### config.mk
export PLATFORM = sky130hd
export DESIGN_NAME = ssf_status_flags
export DESIGN_NICKNAME = d
export VERILOG_FILES = /design/src/pkg/ssf_pkg.sv /design/src/rtl/ssf_status_flags.sv
export VERILOG_INCLUDE_DIRS = /design/src /design/src/pkg
export SDC_FILE = /design/constraint.sdc
export NUM_CORES = 1
export LEC_CHECK = 0
export ABC_AREA = 1
export BUFFER_PORTS_ARGS = -buffer_cell sky130_fd_sc_hd__buf_2
export CORE_MARGIN = 8
export CORE_UTILIZATION = 42
export DETAILED_ROUTE_END_ITERATION = 10
export PLACE_DENSITY_LB_ADDON = 0.1
export SETUP_SLACK_MARGIN = 0.1
export SLEW_MARGIN = 20
export SYNTH_ARGS = -nofsm -noshare
export SYNTH_HDL_FRONTEND = slang
export SYNTH_SLANG_ARGS = --single-unit
### constraint.sdc
create_clock -name clk_i -period 1.3 [get_ports clk_i]
set_input_delay 0.13 -clock clk_i [delete_from_list [all_inputs] [get_ports clk_i]]
set_output_delay 0.13 -clock clk_i [all_outputs]
set_load 0.1 [all_outputs]
### src/pkg/ssf_cfg.svh
`ifndef SSF_CFG_SVH
`define SSF_CFG_SVH

// Register byte addresses on the APB port
`define SSF_ADDR_STATUS 12'h000
`define SSF_ADDR_CTRL 12'h004
`define SSF_ADDR_TXD 12'h008
`define SSF_ADDR_RXD 12'h00C

// Status register layout and reset value
`define SSF_STAT_RESET 8'h84
`define SSF_BIT_TX_EMPTY 7
`define SSF_BIT_RX_FULL 6
`define SSF_BIT_OVERRUN 5
`define SSF_BIT_FRAMING 4
`define SSF_BIT_PARITY 3
`define SSF_BIT_TX_DONE 2
`define SSF_BIT_RX_MP 1
`define SSF_BIT_TX_MP 0
`define SSF_FLAG_LSB 3
`define SSF_NFLAGS 5

// Control register layout and reset value
`define SSF_CTRL_W 6
`define SSF_CTRL_RESET 6'h00
`define SSF_CTRL_TX_EN 0
`define SSF_CTRL_RX_EN 1
`define SSF_CTRL_SYNC 2
`define SSF_CTRL_MPFMT 3
`define SSF_CTRL_PAREN 4
`define SSF_CTRL_PARODD 5

`define SSF_BYTE_ZERO 8'h00
`define SSF_WORD_ZERO 32'h0000_0000

`endif

### src/pkg/ssf_pkg.sv
package ssf_pkg;

  typedef logic [7:0] ssf_byte_t;

  typedef enum logic [2:0] {
    SSF_REG_STATUS = 3'b000,
    SSF_REG_CTRL = 3'b001,
    SSF_REG_TXD = 3'b010,
    SSF_REG_RXD = 3'b011,
    SSF_REG_NONE = 3'b100
  } ssf_reg_t;

endpackage

### src/rtl/ssf_status_flags.sv
// The implementer's own choices: the placing of the registers and the APB slave port.
`timescale 1ns/1ps
`include "ssf_cfg.svh"

module ssf_status_flags (
  // Clock and reset
  input wire logic clk_i,
  input wire logic rst_i,
  input wire logic standby_i,
  // APB slave
  input wire logic psel_i,
  input wire logic penable_i,
  input wire logic pwrite_i,
  input wire logic [11:0] paddr_i,
  input wire logic [31:0] pwdata_i,
  output logic [31:0] prdata_o,
  output logic pready_o,
  output logic pslverr_o,
  // Transmit shifter side
  input wire logic tx_load_i,
  input wire logic tx_last_bit_i,
  output logic [7:0] tx_data_o,
  output logic tx_mp_bit_o,
  output logic tx_halt_o,
  // Receive shifter side
  input wire logic rx_done_i,
  input wire logic [7:0] rx_data_i,
  input wire logic rx_parity_i,
  input wire logic rx_stop1_i,
  input wire logic rx_mp_bit_i,
  output logic rx_halt_o,
  // DMA controller
  input wire logic dma_tx_write_i,
  input wire logic [7:0] dma_tx_data_i,
  input wire logic dma_rx_read_i,
  output logic [7:0] rx_data_o
);

  function automatic ssf_pkg::ssf_reg_t decode(input logic [11:0] a);
    case (a)
      `SSF_ADDR_STATUS: decode = ssf_pkg::SSF_REG_STATUS;
      `SSF_ADDR_CTRL: decode = ssf_pkg::SSF_REG_CTRL;
      `SSF_ADDR_TXD: decode = ssf_pkg::SSF_REG_TXD;
      `SSF_ADDR_RXD: decode = ssf_pkg::SSF_REG_RXD;
      default: decode = ssf_pkg::SSF_REG_NONE;
    endcase
  endfunction

  ssf_pkg::ssf_byte_t stat_q, stat_d;
  logic [`SSF_NFLAGS-1:0] qual_q, qual_d;
  logic [`SSF_NFLAGS-1:0] sw_clr, rd_mask;
  logic [`SSF_CTRL_W-1:0] ctrl_q;
  ssf_pkg::ssf_byte_t tx_hold_q, rx_hold_q;
  logic pready_q;
  logic setup, acc, rd_fire, st_wr;
  logic tx_en, rx_en, sync_md, async_md, mp_fmt;
  logic err_any, rx_take, frm_err, par_err, tx_empty_clr;
  ssf_pkg::ssf_reg_t sel;

  assign sel = decode(paddr_i);
  assign setup = psel_i & ~penable_i;
  assign acc = psel_i & penable_i & pready_q;
  assign rd_fire = acc & ~pwrite_i & (sel == ssf_pkg::SSF_REG_STATUS);
  assign st_wr = acc & pwrite_i & (sel == ssf_pkg::SSF_REG_STATUS);

  assign tx_en = ctrl_q[`SSF_CTRL_TX_EN];
  assign rx_en = ctrl_q[`SSF_CTRL_RX_EN];
  assign sync_md = ctrl_q[`SSF_CTRL_SYNC];
  assign async_md = ~sync_md;
  assign mp_fmt = async_md & ctrl_q[`SSF_CTRL_MPFMT];

  assign err_any = |stat_q[`SSF_BIT_OVERRUN:`SSF_BIT_PARITY];
  // Disabled or halted receiver drops completions, flags stay put
  assign rx_take = rx_done_i & rx_en & ~err_any;
  // Shifter reports only the first stop bit; the second is never looked at
  assign frm_err = async_md & ~rx_stop1_i;
  assign par_err = async_md & ctrl_q[`SSF_CTRL_PAREN] &
                   ((^{rx_data_i, rx_parity_i}) !=
                    ctrl_q[`SSF_CTRL_PARODD]);

  // Read as 1 arms a flag; prdata_o still holds the value being returned
  assign rd_mask = rd_fire ?
    prdata_o[`SSF_BIT_TX_EMPTY:`SSF_FLAG_LSB] : '0;

  always_comb begin
    for (int i = 0; i < `SSF_NFLAGS; i++) begin
      sw_clr[i] = st_wr & ~pwdata_i[i + `SSF_FLAG_LSB] & qual_q[i];
    end
  end

  assign tx_empty_clr = sw_clr[`SSF_BIT_TX_EMPTY - `SSF_FLAG_LSB] |
                        dma_tx_write_i;

  // Next status: clears first, then sets, so a set in the same cycle wins
  always_comb begin
    stat_d = stat_q;
    if (tx_empty_clr) begin
      stat_d[`SSF_BIT_TX_EMPTY] = 1'b0;
      stat_d[`SSF_BIT_TX_DONE] = 1'b0;
    end
    if (tx_load_i | ~tx_en) begin
      stat_d[`SSF_BIT_TX_EMPTY] = 1'b1;
    end
    if ((tx_last_bit_i & stat_q[`SSF_BIT_TX_EMPTY]) | ~tx_en) begin
      stat_d[`SSF_BIT_TX_DONE] = 1'b1;
    end
    if (sw_clr[`SSF_BIT_RX_FULL - `SSF_FLAG_LSB] | dma_rx_read_i) begin
      stat_d[`SSF_BIT_RX_FULL] = 1'b0;
    end
    for (int i = 0; i < `SSF_BIT_RX_FULL - `SSF_FLAG_LSB; i++) begin
      if (sw_clr[i]) begin
        stat_d[i + `SSF_FLAG_LSB] = 1'b0;
      end
    end
    if (rx_take & stat_q[`SSF_BIT_RX_FULL]) begin
      stat_d[`SSF_BIT_OVERRUN] = 1'b1;
    end
    if (rx_take & ~stat_q[`SSF_BIT_RX_FULL]) begin
      if (frm_err) begin
        stat_d[`SSF_BIT_FRAMING] = 1'b1;
      end
      if (par_err) begin
        stat_d[`SSF_BIT_PARITY] = 1'b1;
      end
      if (~frm_err & ~par_err) begin
        stat_d[`SSF_BIT_RX_FULL] = 1'b1;
      end
    end
    if (rx_take & mp_fmt) begin
      stat_d[`SSF_BIT_RX_MP] = rx_mp_bit_i;
    end
    // Writes copy only bit 0 directly; a qualified 0 clears flags 7..3 above, and clearing bit 7 clears bit 2 too
    if (st_wr) begin
      stat_d[`SSF_BIT_TX_MP] = pwdata_i[`SSF_BIT_TX_MP];
    end
    if (standby_i) begin
      stat_d = `SSF_STAT_RESET;
    end
  end

  // A qualifier lives only while its flag is 1; standby drops them all
  assign qual_d = standby_i ? '0 : ((qual_q | rd_mask) &
                  stat_d[`SSF_BIT_TX_EMPTY:`SSF_FLAG_LSB]);

  always_ff @(posedge clk_i or posedge rst_i) begin
    if (rst_i) begin
      stat_q <= `SSF_STAT_RESET;
      qual_q <= '0;
    end else begin
      stat_q <= stat_d;
      qual_q <= qual_d;
    end
  end

  // Halts follow the error flags; clocked mode also stops the transmitter
  always_ff @(posedge clk_i or posedge rst_i) begin
    if (rst_i) begin
      rx_halt_o <= 1'b0;
      tx_halt_o <= 1'b0;
      tx_mp_bit_o <= 1'b0;
    end else begin
      rx_halt_o <= |stat_d[`SSF_BIT_OVERRUN:`SSF_BIT_PARITY];
      tx_halt_o <= ctrl_q[`SSF_CTRL_SYNC] &
                   (|stat_d[`SSF_BIT_OVERRUN:`SSF_BIT_PARITY]);
      tx_mp_bit_o <= mp_fmt & stat_d[`SSF_BIT_TX_MP];
    end
  end

  always_ff @(posedge clk_i or posedge rst_i) begin
    if (rst_i) begin
      ctrl_q <= `SSF_CTRL_RESET;
    end else if (acc & pwrite_i & (sel == ssf_pkg::SSF_REG_CTRL)) begin
      ctrl_q <= pwdata_i[`SSF_CTRL_W-1:0];
    end
  end

  // Holding registers; the DMA write takes priority over the CPU
  always_ff @(posedge clk_i or posedge rst_i) begin
    if (rst_i) begin
      tx_hold_q <= `SSF_BYTE_ZERO;
      rx_hold_q <= `SSF_BYTE_ZERO;
    end else begin
      if (dma_tx_write_i) begin
        tx_hold_q <= dma_tx_data_i;
      end else if (acc & pwrite_i & (sel == ssf_pkg::SSF_REG_TXD)) begin
        tx_hold_q <= pwdata_i[7:0];
      end
      // Overrun keeps the older byte; errors still copy the new one
      if (rx_take & ~stat_q[`SSF_BIT_RX_FULL]) begin
        rx_hold_q <= rx_data_i;
      end
    end
  end

  assign tx_data_o = tx_hold_q;
  assign rx_data_o = rx_hold_q;

  // APB: data and ready are prepared in setup, so access takes one cycle
  always_ff @(posedge clk_i or posedge rst_i) begin
    if (rst_i) begin
      pready_q <= 1'b0;
      prdata_o <= `SSF_WORD_ZERO;
      pslverr_o <= 1'b0;
    end else begin
      pready_q <= setup;
      if (setup) begin
        pslverr_o <= (sel == ssf_pkg::SSF_REG_NONE);
        case (sel)
          ssf_pkg::SSF_REG_STATUS: prdata_o <= {24'h00_0000, stat_q};
          ssf_pkg::SSF_REG_CTRL: prdata_o <= {26'h000_0000, ctrl_q};
          ssf_pkg::SSF_REG_TXD: prdata_o <= {24'h00_0000, tx_hold_q};
          ssf_pkg::SSF_REG_RXD: prdata_o <= {24'h00_0000, rx_hold_q};
          default: prdata_o <= `SSF_WORD_ZERO;
        endcase
      end else if (~psel_i) begin
        pslverr_o <= 1'b0;
      end
    end
  end

  assign pready_o = pready_q;
endmodule // ssf_status_flags

==> summary.md, run 1 <==
| Metric | Value |
|---|---|
| Final worst-path cycle share | `1.080` |
| Critical Path AT | `1.59 ns` |
| Vias in the first global route | `2677` |
| Metal2 WL | `3900 um` |
| Hold path endpoint | `rx_data_o[6]` |
| Width of the die | `95.90 um` |
| Top delay family on crit path | `flip-flops` |
| Finished Core Util | `0.6073` |
| Critical path's slowest cell | `dfrtp_4` |
| Antenna violations before repair | `0` |
| Fmax | `712.1 MHz` |
| Core area | `6277 um^2` |
| CTS HTree Levels | `2` |
| Status | `finished, violations left` |
| Maximum vdd drop | `1.023 mV` |
| Initial DRC Count | `144` |
| Post-DR vias/cell | `4.767` |
| Fin. Hold Viols | `0` |
| Pre-antenna DRT Iters | `4` |
| Layout cell share with drive strength beyond 1 | `0.4200` |
| Met3 WL post-DR | `483 um` |
| Antenna diode count | `0` |
| Hold depth | `3` |
| GRT Resource Usage Total | `0.1795` |
| CTS sink count | `48` |
| First-pass GRT wire length | `12800 um` |
| Sequential share of the synthesized area | `0.4489` |
| Slowest stage delay, CP | `0.42 ns` |
| Max-Cap Viols | `0` |
| CTS Buffer Depth | `2` |
| Routed WL | `7976 um` |
| Final Max Slew Viols | `0` |
| Synth unique cells | `34` |
| Largest net degree at the start of global routing | `25` |
| Die height | `95.90 um` |
| Cell repeated most along the worst path | `o21ai_2` |
| Syn avg cell area | `7.574 um^2` |
| M1 wire length | `3502 um` |
| TNS Setup | `-1.355 ns` |
| Final nets | `542` |
| GPL Wtd Cong | `0.8751` |
| Clock Latency Late Sink | `0.30 ns` |
| Post-DRT Antenna Nets | `0` |
| IO Pins | `127` |
| I/O Buffers | `78` |
| # setup viols final | `23` |
| Top Layer Used | `met4` |
| TritonCTS clock tree | `built` |
| Routed vias | `2603` |
| Placement Setup Slack | `-0.2046 ns` |
| Buffer type at the clock tree root | `clkbuf_8` |
| Worst path cell trace | `nand4_1 > inv_2 > nand3_4 > o21ai_2 > nand2_2 > o21ai_2 > nand2_1` |
| Number of CTS-inserted buffers | `5` |
| Drt wl/cell | `14.61 um` |
| Post-Layout Inst Area | `3812 um^2` |
| Critical Setup Path Class | `register to register` |
| FF-to-FF Start | `pready_o` |
| Cell Pwr Density | `1142 nW/um^2` |
| Post-Synthesis Cells | `354` |
| Area leader, netlist | `dfrtp_1` |
| R2R Setup Slk | `-0.10 ns` |
| Placement Cell Area | `3357 um^2` |
| Worst hold-check path type | `primary input to register` |
| Synth Warn # | `0` |
| Core Rows | `29` |
| Placed Instances | `529` |
| HP Start | `rx_data_i[6]` |
| Leakage | `1.986 nW` |
| Final Critical Period | `1.404 ns` |
| CP endpoint kind | `register` |
| Layout Cells excl Fill | `546` |
| R2r endpoint | `rx_halt_o` |
| Yosys reg bits | `48` |
| Crit start category | `register` |
| Violated checks | `negative setup slack` |
| Mapped Area | `2681 um^2` |
| Die Footprint | `9197 um^2` |
| RSZ-0062 raised after global routing | `true` |
| FF-to-FF path depth | `7` |
| Layout overhead on the synthesized area | `42.18%` |
| Share of the synthesized area in the top cell type | `0.4293` |
| DP HPWL | `6156 um` |
| Initial Util | `0.4271` |
| Final Skew | `0.006825 ns` |
| Final global-route overflow total | `0` |
| Fin worst setup slack | `-0.1043 ns` |
| Clock-pin slew on the worst setup and hold paths | `0.09 ns` |
| CP required | `1.49 ns` |
| Max FO, Critical Path | `6` |
| DRC | `0` |
| Top post-synthesis cells by area | `dfrtp_1, nand2_1, buf_4` |
| Worst path bufs/invs | `1` |
-- logic make-up after synthesis --
logic type	Yosys count	synth area share
XOR/XNOR	5	0.01634
AO/OA/AOI/OAI	50	0.1069
AND/OR/NAND/NOR	179	0.2865
buffers and inverters	71	0.1400
flip-flops	48	0.4489
other	1	0.001399
-- final cells by class --
class                   count  area [um^2]
well taps                  77        96.34
clock buffers               8        100.1
multi-input cells         259         1425
repair buffers            112        802.0
inverters                  42        161.4
flip-flops and latches     48         1227
fillers                   617         2465
-- registers in the layout, summed over array words and instances (netlist names), 5 cells and up --
signal     count
ctrl_q         6
prdata_o       8
qual_q         5
rx_data_o      8
stat_q         8
tx_data_o      8
-- stage by stage --
step | total power [mW] | hold WS [ns]
detailed placement | 3.263 | 0.1692
floorplan | 2.988 | 0.1584
finish | 4.353 | 0.04816
global route | 4.533 | 0.05859
global placement | 3.255 | 0.1704
CTS | 4.323 | 0.04258
-- layer usage --
layer	up-vias	track usage
met5	-	0
met4	0	0.04097
met3	7	0.04056
met2	85	0.3000
met1	1210	0.2305
li1	1301	-
-- tightest hold or removal path, cell delays in order --
cell	delay (ns)
buf_2	0.09
nand2_1	0.05
nand2_1	0.05
-- cells in the final DEF, fill, tap and decap left out, drive strengths merged --
master,count
o21ai,24
dfrtp,46
conb,24
a21oi,13
clkinv,2
o22ai,5
nand2,128
nand3,14
a31oi,7
dfstp,2
clkinvlp,1
or2,1
nor2,26
a21o,1
and2,1
dlygate4sd3,1
nor3,2
nor3b,2
clkbuf,10
and3,1
nand4,3
inv,39
nand3b,2
xnor2,2
xor2,3
buf,109
-- report_power, final --
group,internal (mW),total [mW],switching [mW]
combinational,0.350,1.66,1.31
clock,0.486,0.977,0.491
sequential,1.61,1.72,0.111
-- worst max-delay path by stage --
stage	startpoint	end	cells past startpoint	slack, ns
6_report	pready_o	rx_halt_o	7	-0.10
5_1_grt	ctrl_q[5]	tx_halt_o	13	-0.22
4_1_cts	ctrl_q[1]	tx_halt_o	10	-0.10
3_5_place_dp	ctrl_q[1]	qual_q[0]	10	-0.20
3_3_place_gp	ctrl_q[1]	tx_halt_o	10	-0.17
2_1_floorplan	pready_o	tx_halt_o	7	-0.18
-- cell usage after synthesis, drive strengths merged --
library cell,instances
inv,40
nand3,14
nor2,26
a21o,1
xor2,3
dfstp,2
nand2,127
nor3b,2
o21ai,24
dfrtp,46
conb,1
and2,1
o22ai,5
a21oi,13
and3,1
nor3,2
clkinv,2
clkbuf,2
a31oi,7
buf,27
nand4,3
nand3b,2
or2,1
xnor2,2
-- what timing repair did --
action,CTS,global route
hold buffers,1,0
endpoints found under the setup margin,57,48
resized for setup,46,41
endpoints found under the hold margin,15,0
cloned,1,1
setup buffers,3,5
pin swaps,11,16
Power figures use the tool's default switching activity.
==> run 2, diff against run 1 <==
--- a/config.mk
+++ b/config.mk
@@ -11,9 +11,10 @@
 export CORE_MARGIN = 8
 export CORE_UTILIZATION = 42
 export DETAILED_ROUTE_END_ITERATION = 10
+export MAX_ROUTING_LAYER = met4
 export PLACE_DENSITY_LB_ADDON = 0.1
 export SETUP_SLACK_MARGIN = 0.1
-export SLEW_MARGIN = 20
+export SLEW_MARGIN = 15
 export SYNTH_ARGS = -nofsm -noshare
 export SYNTH_HDL_FRONTEND = slang
 export SYNTH_SLANG_ARGS = --single-unit
==> summary.md, run 2 (synthesis results as in run 1) <==
| Metric | Value |
|---|---|
| Drt wl/cell | `14.90 um (+2.0%)` |
| Antenna diode count | `0 (unchanged)` |
| Most frequent cells in the layout | `nand2_1, buf_2, buf_4` |
| Worst hold-check path type | `primary input to register` |
| Worst path bufs/invs | `1 (unchanged)` |
| Post-Layout Inst Area | `3892 um^2 (+2.1%)` |
| Core Rows | `29 (unchanged)` |
| Post-DRT Antenna Nets | `0 (unchanged)` |
| First-pass GRT wire length | `12790 um (about the same)` |
| Fin worst setup slack | `-0.1523 ns (-0.04797 ns)` |
| Maximum vdd drop | `0.9136 mV (-11%)` |
| Initial Util | `0.4271 (unchanged)` |
| Core area | `6277 um^2 (unchanged)` |
| Layout overhead on the synthesized area | `45.17%` |
| HP Start | `rx_data_i[6]` |
| # setup viols final | `22 (-4.3%)` |
| Routed WL | `8166 um (+2.4%)` |
| Cell Pwr Density | `1183 nW/um^2 (+3.6%)` |
| R2R Setup Slk | `-0.15 ns (-0.05 ns)` |
| Max FO, Critical Path | `4 (-2)` |
| Pre-antenna DRT Iters | `4 (unchanged)` |
| Final worst-path cycle share | `1.117 (+0.03690)` |
| CTS HTree Levels | `2 (unchanged)` |
| Final Skew | `0.01249 ns (+0.005666 ns)` |
| CTS sink count | `48 (unchanged)` |
| Die Footprint | `9197 um^2 (unchanged)` |
| Critical Setup Path Class | `register to register` |
| Largest net degree at the start of global routing | `19 (-24%)` |
| Slowest stage delay, CP | `0.43 ns (about the same)` |
| TNS Setup | `-1.412 ns (-0.05769 ns)` |
| Hold depth | `3 (unchanged)` |
| Final Max Slew Viols | `0 (unchanged)` |
| Layout cell share with drive strength beyond 1 | `0.4310 (+0.01096)` |
| Fmax | `688.6 MHz (-3.3%)` |
| Vias in the first global route | `2627 (-1.9%)` |
| Width of the die | `95.90 um (unchanged)` |
| Final global-route overflow total | `0 (unchanged)` |
| Final nets | `544 (+0.37%)` |
| Leakage | `2.019 nW (+1.7%)` |
| FF-to-FF Start | `ctrl_q[5]` |
| Crit start category | `register` |
| Hold_ws | `0.03874 ns (-0.009425 ns)` |
| R2r endpoint | `tx_halt_o` |
| RSZ-0062 raised after global routing | `true` |
| CP required | `1.54 ns (+0.05 ns)` |
| Number of CTS-inserted buffers | `5 (unchanged)` |
| Max-Cap Viols | `0 (unchanged)` |
| DRC | `0 (unchanged)` |
| FF-to-FF path depth | `13 (+6)` |
| Antenna violations before repair | `0 (unchanged)` |
| I/O Buffers | `78 (unchanged)` |
| Most common cell after layout, fill and taps aside | `nand2_1` |
| Critical path's slowest cell | `dfrtp_1` |
| Cell repeated most along the worst path | `nand2_1` |
| Initial DRC Count | `115 (-20%)` |
| Status | `finished, violations left` |
| Critical Path AT | `1.69 ns (+0.10 ns)` |
| Clock Latency Late Sink | `0.31 ns (about the same)` |
| Buffer type at the clock tree root | `clkbuf_8` |
| Placement Cell Area | `3369 um^2 (+0.37%)` |
| CTS Buffer Depth | `2 (unchanged)` |
| Placement Setup Slack | `-0.2114 ns (-0.006792 ns)` |
| Top delay family on crit path | `simple AND/OR/NAND/NOR gates` |
| Worst path cell trace | `inv_2 > nand2_1 > nand2_1 > nand2_2 > nand2_1 > nand2_1 > nand2_1 > nand2_1 > nand2_2 > nand2_2 > nand2_2 > nand2_4 > a21oi_2` |
| GPL Wtd Cong | `0.8798 (+0.54%)` |
| Routed vias | `2613 (+0.38%)` |
| Die height | `95.90 um (unchanged)` |
| Violated checks | `negative setup slack` |
| Clock-pin slew on the worst setup and hold paths | `0.10 ns (about the same)` |
| Finished Core Util | `0.6201 (+0.01276)` |
| TritonCTS clock tree | `built` |
| Post-DR vias/cell | `4.768 (about the same)` |
| DP HPWL | `6219 um (+1.0%)` |
| Hold path endpoint | `rx_data_o[6]` |
| Fin. Hold Viols | `0 (unchanged)` |
| CP endpoint kind | `register` |
| IO Pins | `127 (unchanged)` |
| GRT Resource Usage Total | `0.1857 (+0.006240)` |
| Final Critical Period | `1.452 ns (+0.04797 ns)` |
==> run 2: cell count changes in the layout (fill, tap and decap cells not counted), moves of 2 or more <==
cell	previous run	this run
o21ai_0	12	10
nand2_1	111	109
inv_2	5	3
nand2_2	12	14
inv_4	0	2
o21ai_1	6	8
==> run 2: worst max path at each step <==
| stage | end | depth (start not counted) | from |
|---|---|---|---|
| final | tx_halt_o | 13 | ctrl_q[5] |
| after global routing | tx_halt_o | 13 | ctrl_q[5] |
| after CTS | tx_halt_o | 10 | ctrl_q[1] |
| after detailed placement | tx_halt_o | 10 | ctrl_q[1] |
| after global placement | tx_halt_o | 9 | ctrl_q[1] |
| after floorplan | tx_halt_o | 7 | pready_o |
==> run 2: layout make-up <==
| class | count | area [um^2] |
|---|---|---|
| tap | 77 | 96.34 |
| multi-input combinational | 259 | 1434 |
| fill | 576 | 2385 |
| clock buffer | 6 | 82.58 |
| timing repair buffer | 114 | 847.1 |
| inverter | 42 | 166.4 |
| clock inverter | 2 | 38.79 |
| sequential | 48 | 1227 |
==> run 2: per-stage QoR <==
stage	cells	total power [mW]
4_1_cts	543	4.519
6_report	548	4.606
3_5_place_dp	529	3.273
5_1_grt	548	4.747
3_3_place_gp	529	3.262
2_1_floorplan	377	2.988
==> run 2: report_power, final <==
part	leakage, nW	internal [mW]	switching, mW
Combinational	1.36	0.384	1.33
Sequential	0.597	1.61	0.114
Clock	0.0614	0.630	0.542
Total	2.02	2.62	1.98
==> run 2: per-layer routing <==
layer,vias up,routed length (um),GRT usage
met2,74,4061,0.3023
met1,1229,3601,0.2367
met5,-,0,-
li1,1300,-,-
met4,0,103,0.04481
met3,10,399,0.02886
==> run 2: timing repair <==
item,in CTS,in global routing
hold buffers,1,0
gates cloned,1,1
endpoints found under the setup margin,58,47
buffers inserted,5,6
pin swaps,13,15
endpoints found under the hold margin,12,0
gates resized for setup,47,45
==> run 2: worst reg2reg max path, stage by stage, from the launching register on <==
cell and delay, ns:
dfrtp_1 0.43, inv_2 0.08, nand2_1 0.05, nand2_1 0.08
nand2_2 0.06, nand2_1 0.05, nand2_1 0.07, nand2_1 0.06
nand2_1 0.06, nand2_2 0.10, nand2_2 0.07, nand2_2 0.08
nand2_4 0.06, a21oi_2 0.12
==> run 3, diff against run 2 <==
--- a/config.mk
+++ b/config.mk
@@ -9,7 +9,7 @@
 export ABC_AREA = 1
 export BUFFER_PORTS_ARGS = -buffer_cell sky130_fd_sc_hd__buf_2
 export CORE_MARGIN = 8
-export CORE_UTILIZATION = 42
+export CORE_UTILIZATION = 30
 export DETAILED_ROUTE_END_ITERATION = 10
 export MAX_ROUTING_LAYER = met4
 export PLACE_DENSITY_LB_ADDON = 0.1
==> constraint.sdc (replaced) <==
create_clock -name clk_i -period 1.3 [get_ports clk_i]
set_input_delay 0.325 -clock clk_i [delete_from_list [all_inputs] [get_ports clk_i]]
set_output_delay 0.325 -clock clk_i [all_outputs]
set_load 0.1 [all_outputs]
==> summary.md, run 3 (synthesis results as in run 1) <==
| Metric | Value |
|---|---|
| Status | `finished, violations left` |
| Violated checks | `negative setup slack` |
| Slowest stage delay, CP | `0.43 ns (about the same)` |
| Internal power | `2.822 mW (+7.6%)` |
| Routed WL | `9411 um (+15%)` |
| CTS Buffer Depth | `2 (unchanged)` |
| M1 wire length | `4136 um (+15%)` |
| First-pass GRT wire length | `14950 um (+17%)` |
| Placed Instances | `574 (+8.5%)` |
| TritonCTS clock tree | `built` |
| Metal2 WL | `4772 um (+18%)` |
| Initial DRC Count | `108 (-6.1%)` |
| Pre-antenna DRT Iters | `4 (unchanged)` |
| Largest net degree at the start of global routing | `25 (+6)` |
| Core area | `8678 um^2 (+38%)` |
| Final nets | `587 (+7.9%)` |
| Seq pwr share | `0.357 (-0.017)` |
| Maximum vdd drop | `0.7988 mV (-13%)` |
| Vias in the first global route | `2895 (+10%)` |
| Critical Setup Path Class | `register to register` |
| Final worst-path cycle share | `1.088 (-0.02917)` |
| Worst hold-check path type | `primary input to asynchronous set/reset pin` |
| Clock Latency Late Sink | `0.30 ns (about the same)` |
| Layout cell share with drive strength beyond 1 | `0.5837 (+0.1527)` |
| Leakage | `2.421 nW (+20%)` |
| DRC | `0 (unchanged)` |
| Crit path from | `ctrl_q[5]` |
| Antenna violations before repair | `0 (unchanged)` |
| Routed vias | `2799 (+7.1%)` |
| Fmax | `707.0 MHz (+2.7%)` |
| Cell Pwr Density | `1000 nW/um^2 (-15%)` |
| Multi-input logic area | `1632 um^2 (+14%)` |
| IO Pins | `127 (unchanged)` |
| Met3 WL post-DR | `448 um (+12%)` |
| Final global-route overflow total | `0 (unchanged)` |
| Filler cells | `790 (+37%)` |
| Buffer type at the clock tree root | `clkbuf_8` |
| # setup viols final | `24 (+9.1%)` |
| Max-Cap Viols | `0 (unchanged)` |
| Drt wl/cell | `15.13 um (+1.5%)` |
| Most frequent cells in the layout | `nand2_1, buf_4, buf_2` |
| FF-to-FF Start | `ctrl_q[5]` |
| Psw | `2.040 mW (+2.9%)` |
| Worst path cell trace | `inv_2 > nand2_1 > nand2_1 > nand2_2 > nand2_2 > nand2_2 > nand2_1 > nand2_1 > nand2_2 > nand2_2 > nand2_2 > nand2_4 > a21oi_2` |
| Clock network fraction of total power | `0.200 (-0.055)` |
| CTS HTree Levels | `2 (unchanged)` |
| Layout overhead on the synthesized area | `81.24%` |
| DP HPWL | `6817 um (+9.6%)` |
| Critical Path AT | `1.64 ns (-0.05 ns)` |
| CP required | `1.52 ns (-0.02 ns)` |
| Sequential cell area | `1242 um^2 (+1.2%)` |
| Cell repeated most along the worst path | `nand2_2` |
| Crit start category | `register` |
| Final Critical Period | `1.414 ns (-0.03793 ns)` |
| Critical path's slowest cell | `dfrtp_1` |
| Die height | `110.5 um (+15%)` |
| FF-to-FF path depth | `13 (unchanged)` |
| Final Max Slew Viols | `0 (unchanged)` |
| GRT Resource Usage Total | `0.1521 (-0.03365)` |
| Fin. Hold Viols | `0 (unchanged)` |
| CP endpoint kind | `register` |
| Width of the die | `110.5 um (+15%)` |
| Die Footprint | `12220 um^2 (+33%)` |
| Core Rows | `34 (+17%)` |
| CTS sink count | `48 (unchanged)` |
| Finished Core Util | `0.5600 (-0.06012)` |
| I/O Buffers | `78 (unchanged)` |
| Layout Cells excl Fill | `622 (+14%)` |
| Most common cell after layout, fill and taps aside | `nand2_1` |
| Max FO, Critical Path | `4 (unchanged)` |
| Initial Util | `0.3090 (-0.1182)` |
| Post-DRT Antenna Nets | `0 (unchanged)` |
| Final Skew | `0.009446 ns (-0.003045 ns)` |
| GPL Wtd Cong | `0.8394 (-4.6%)` |
| Fin worst setup slack | `-0.1143 ns (+0.03793 ns)` |
| Top Layer Used | `met4` |
| Sw frac | `0.4196 (-0.01080)` |
| Antenna diode count | `0 (unchanged)` |
| Number of CTS-inserted buffers | `5 (unchanged)` |
| Combinational Power Share | `0.443 (+0.072)` |
| Clock-pin slew on the worst setup and hold paths | `0.09 ns (about the same)` |
| RSZ-0062 raised after global routing | `true` |
| Post-DR vias/cell | `4.500 (-5.6%)` |
| Hold_ws | `0.07853 ns (+0.03979 ns)` |
==> run 3: power by group through the flow <==
stage | sequential (mW) | combinational [mW] | clock (mW)
2_1_floorplan | 2.35 | 0.631 | 0
3_3_place_gp | 1.79 | 1.84 | 0
3_5_place_dp | 1.78 | 1.85 | 0
4_1_cts | 1.73 | 2.03 | 0.997
5_1_grt | 1.75 | 2.26 | 1.05
6_report | 1.74 | 2.15 | 0.973
==> run 3: final timing paths <==
check | slack (ns) | endpoint
hold / removal | 0.08 | prdata_o[6]
hold reg to reg | 0.51 | ctrl_q[4]
max in group asynchronous | 0.99 | stat_q[7]
setup / recovery | -0.11 | tx_halt_o
min in group clk_i | 0.25 | rx_data_o[5]
setup reg to reg | -0.11 | tx_halt_o
==> run 3: timing repair <==
action / CTS / global route
pin swaps: 14 / 42
gates resized for setup: 34 / 111
hold buffers: 0 / 0
endpoints found under the hold margin: 0 / 0
gates cloned: 1 / 0
endpoints found under the setup margin: 71 / 75
buffers inserted: 26 / 13
==> run 3: final cells by class <==
type	count	area share
Tap cell	108	0.02781
Timing Repair Buffer	157	0.3265
Inverter	42	0.03373
Multi-Input combinational cell	259	0.3357
Sequential cell	48	0.2557
Clock buffer	8	0.02060
==> run 3: critical path, delay by kind of cell (launching register included) <==
family,cells,cell delay (ns)
buf+inv,1,0.09
simple gates,11,0.70
compound gates,1,0.12
flops,1,0.43
==> run 3: metrics by stage <==
step	setup slack [ns]	instance area (um^2)	power (mW)	setup TNS, ns
finish	-0.1143	4860	4.862	-1.638
global route	-0.2565	4860	5.057	-3.839
CTS	-0.1021	4362	4.762	-0.6256
detailed placement	-0.4137	3913	3.628	-9.862
global placement	-0.4616	3913	3.630	-9.744
floorplan	-0.2445	2864	2.984	-3.474
==> run 3: routing by layer <==
layer	vias to the layer above	global-route usage
met5	-	-
met4	0	0.03784
met3	2	0.03193
met2	74	0.2456
met1	1339	0.1891
li1	1384	-
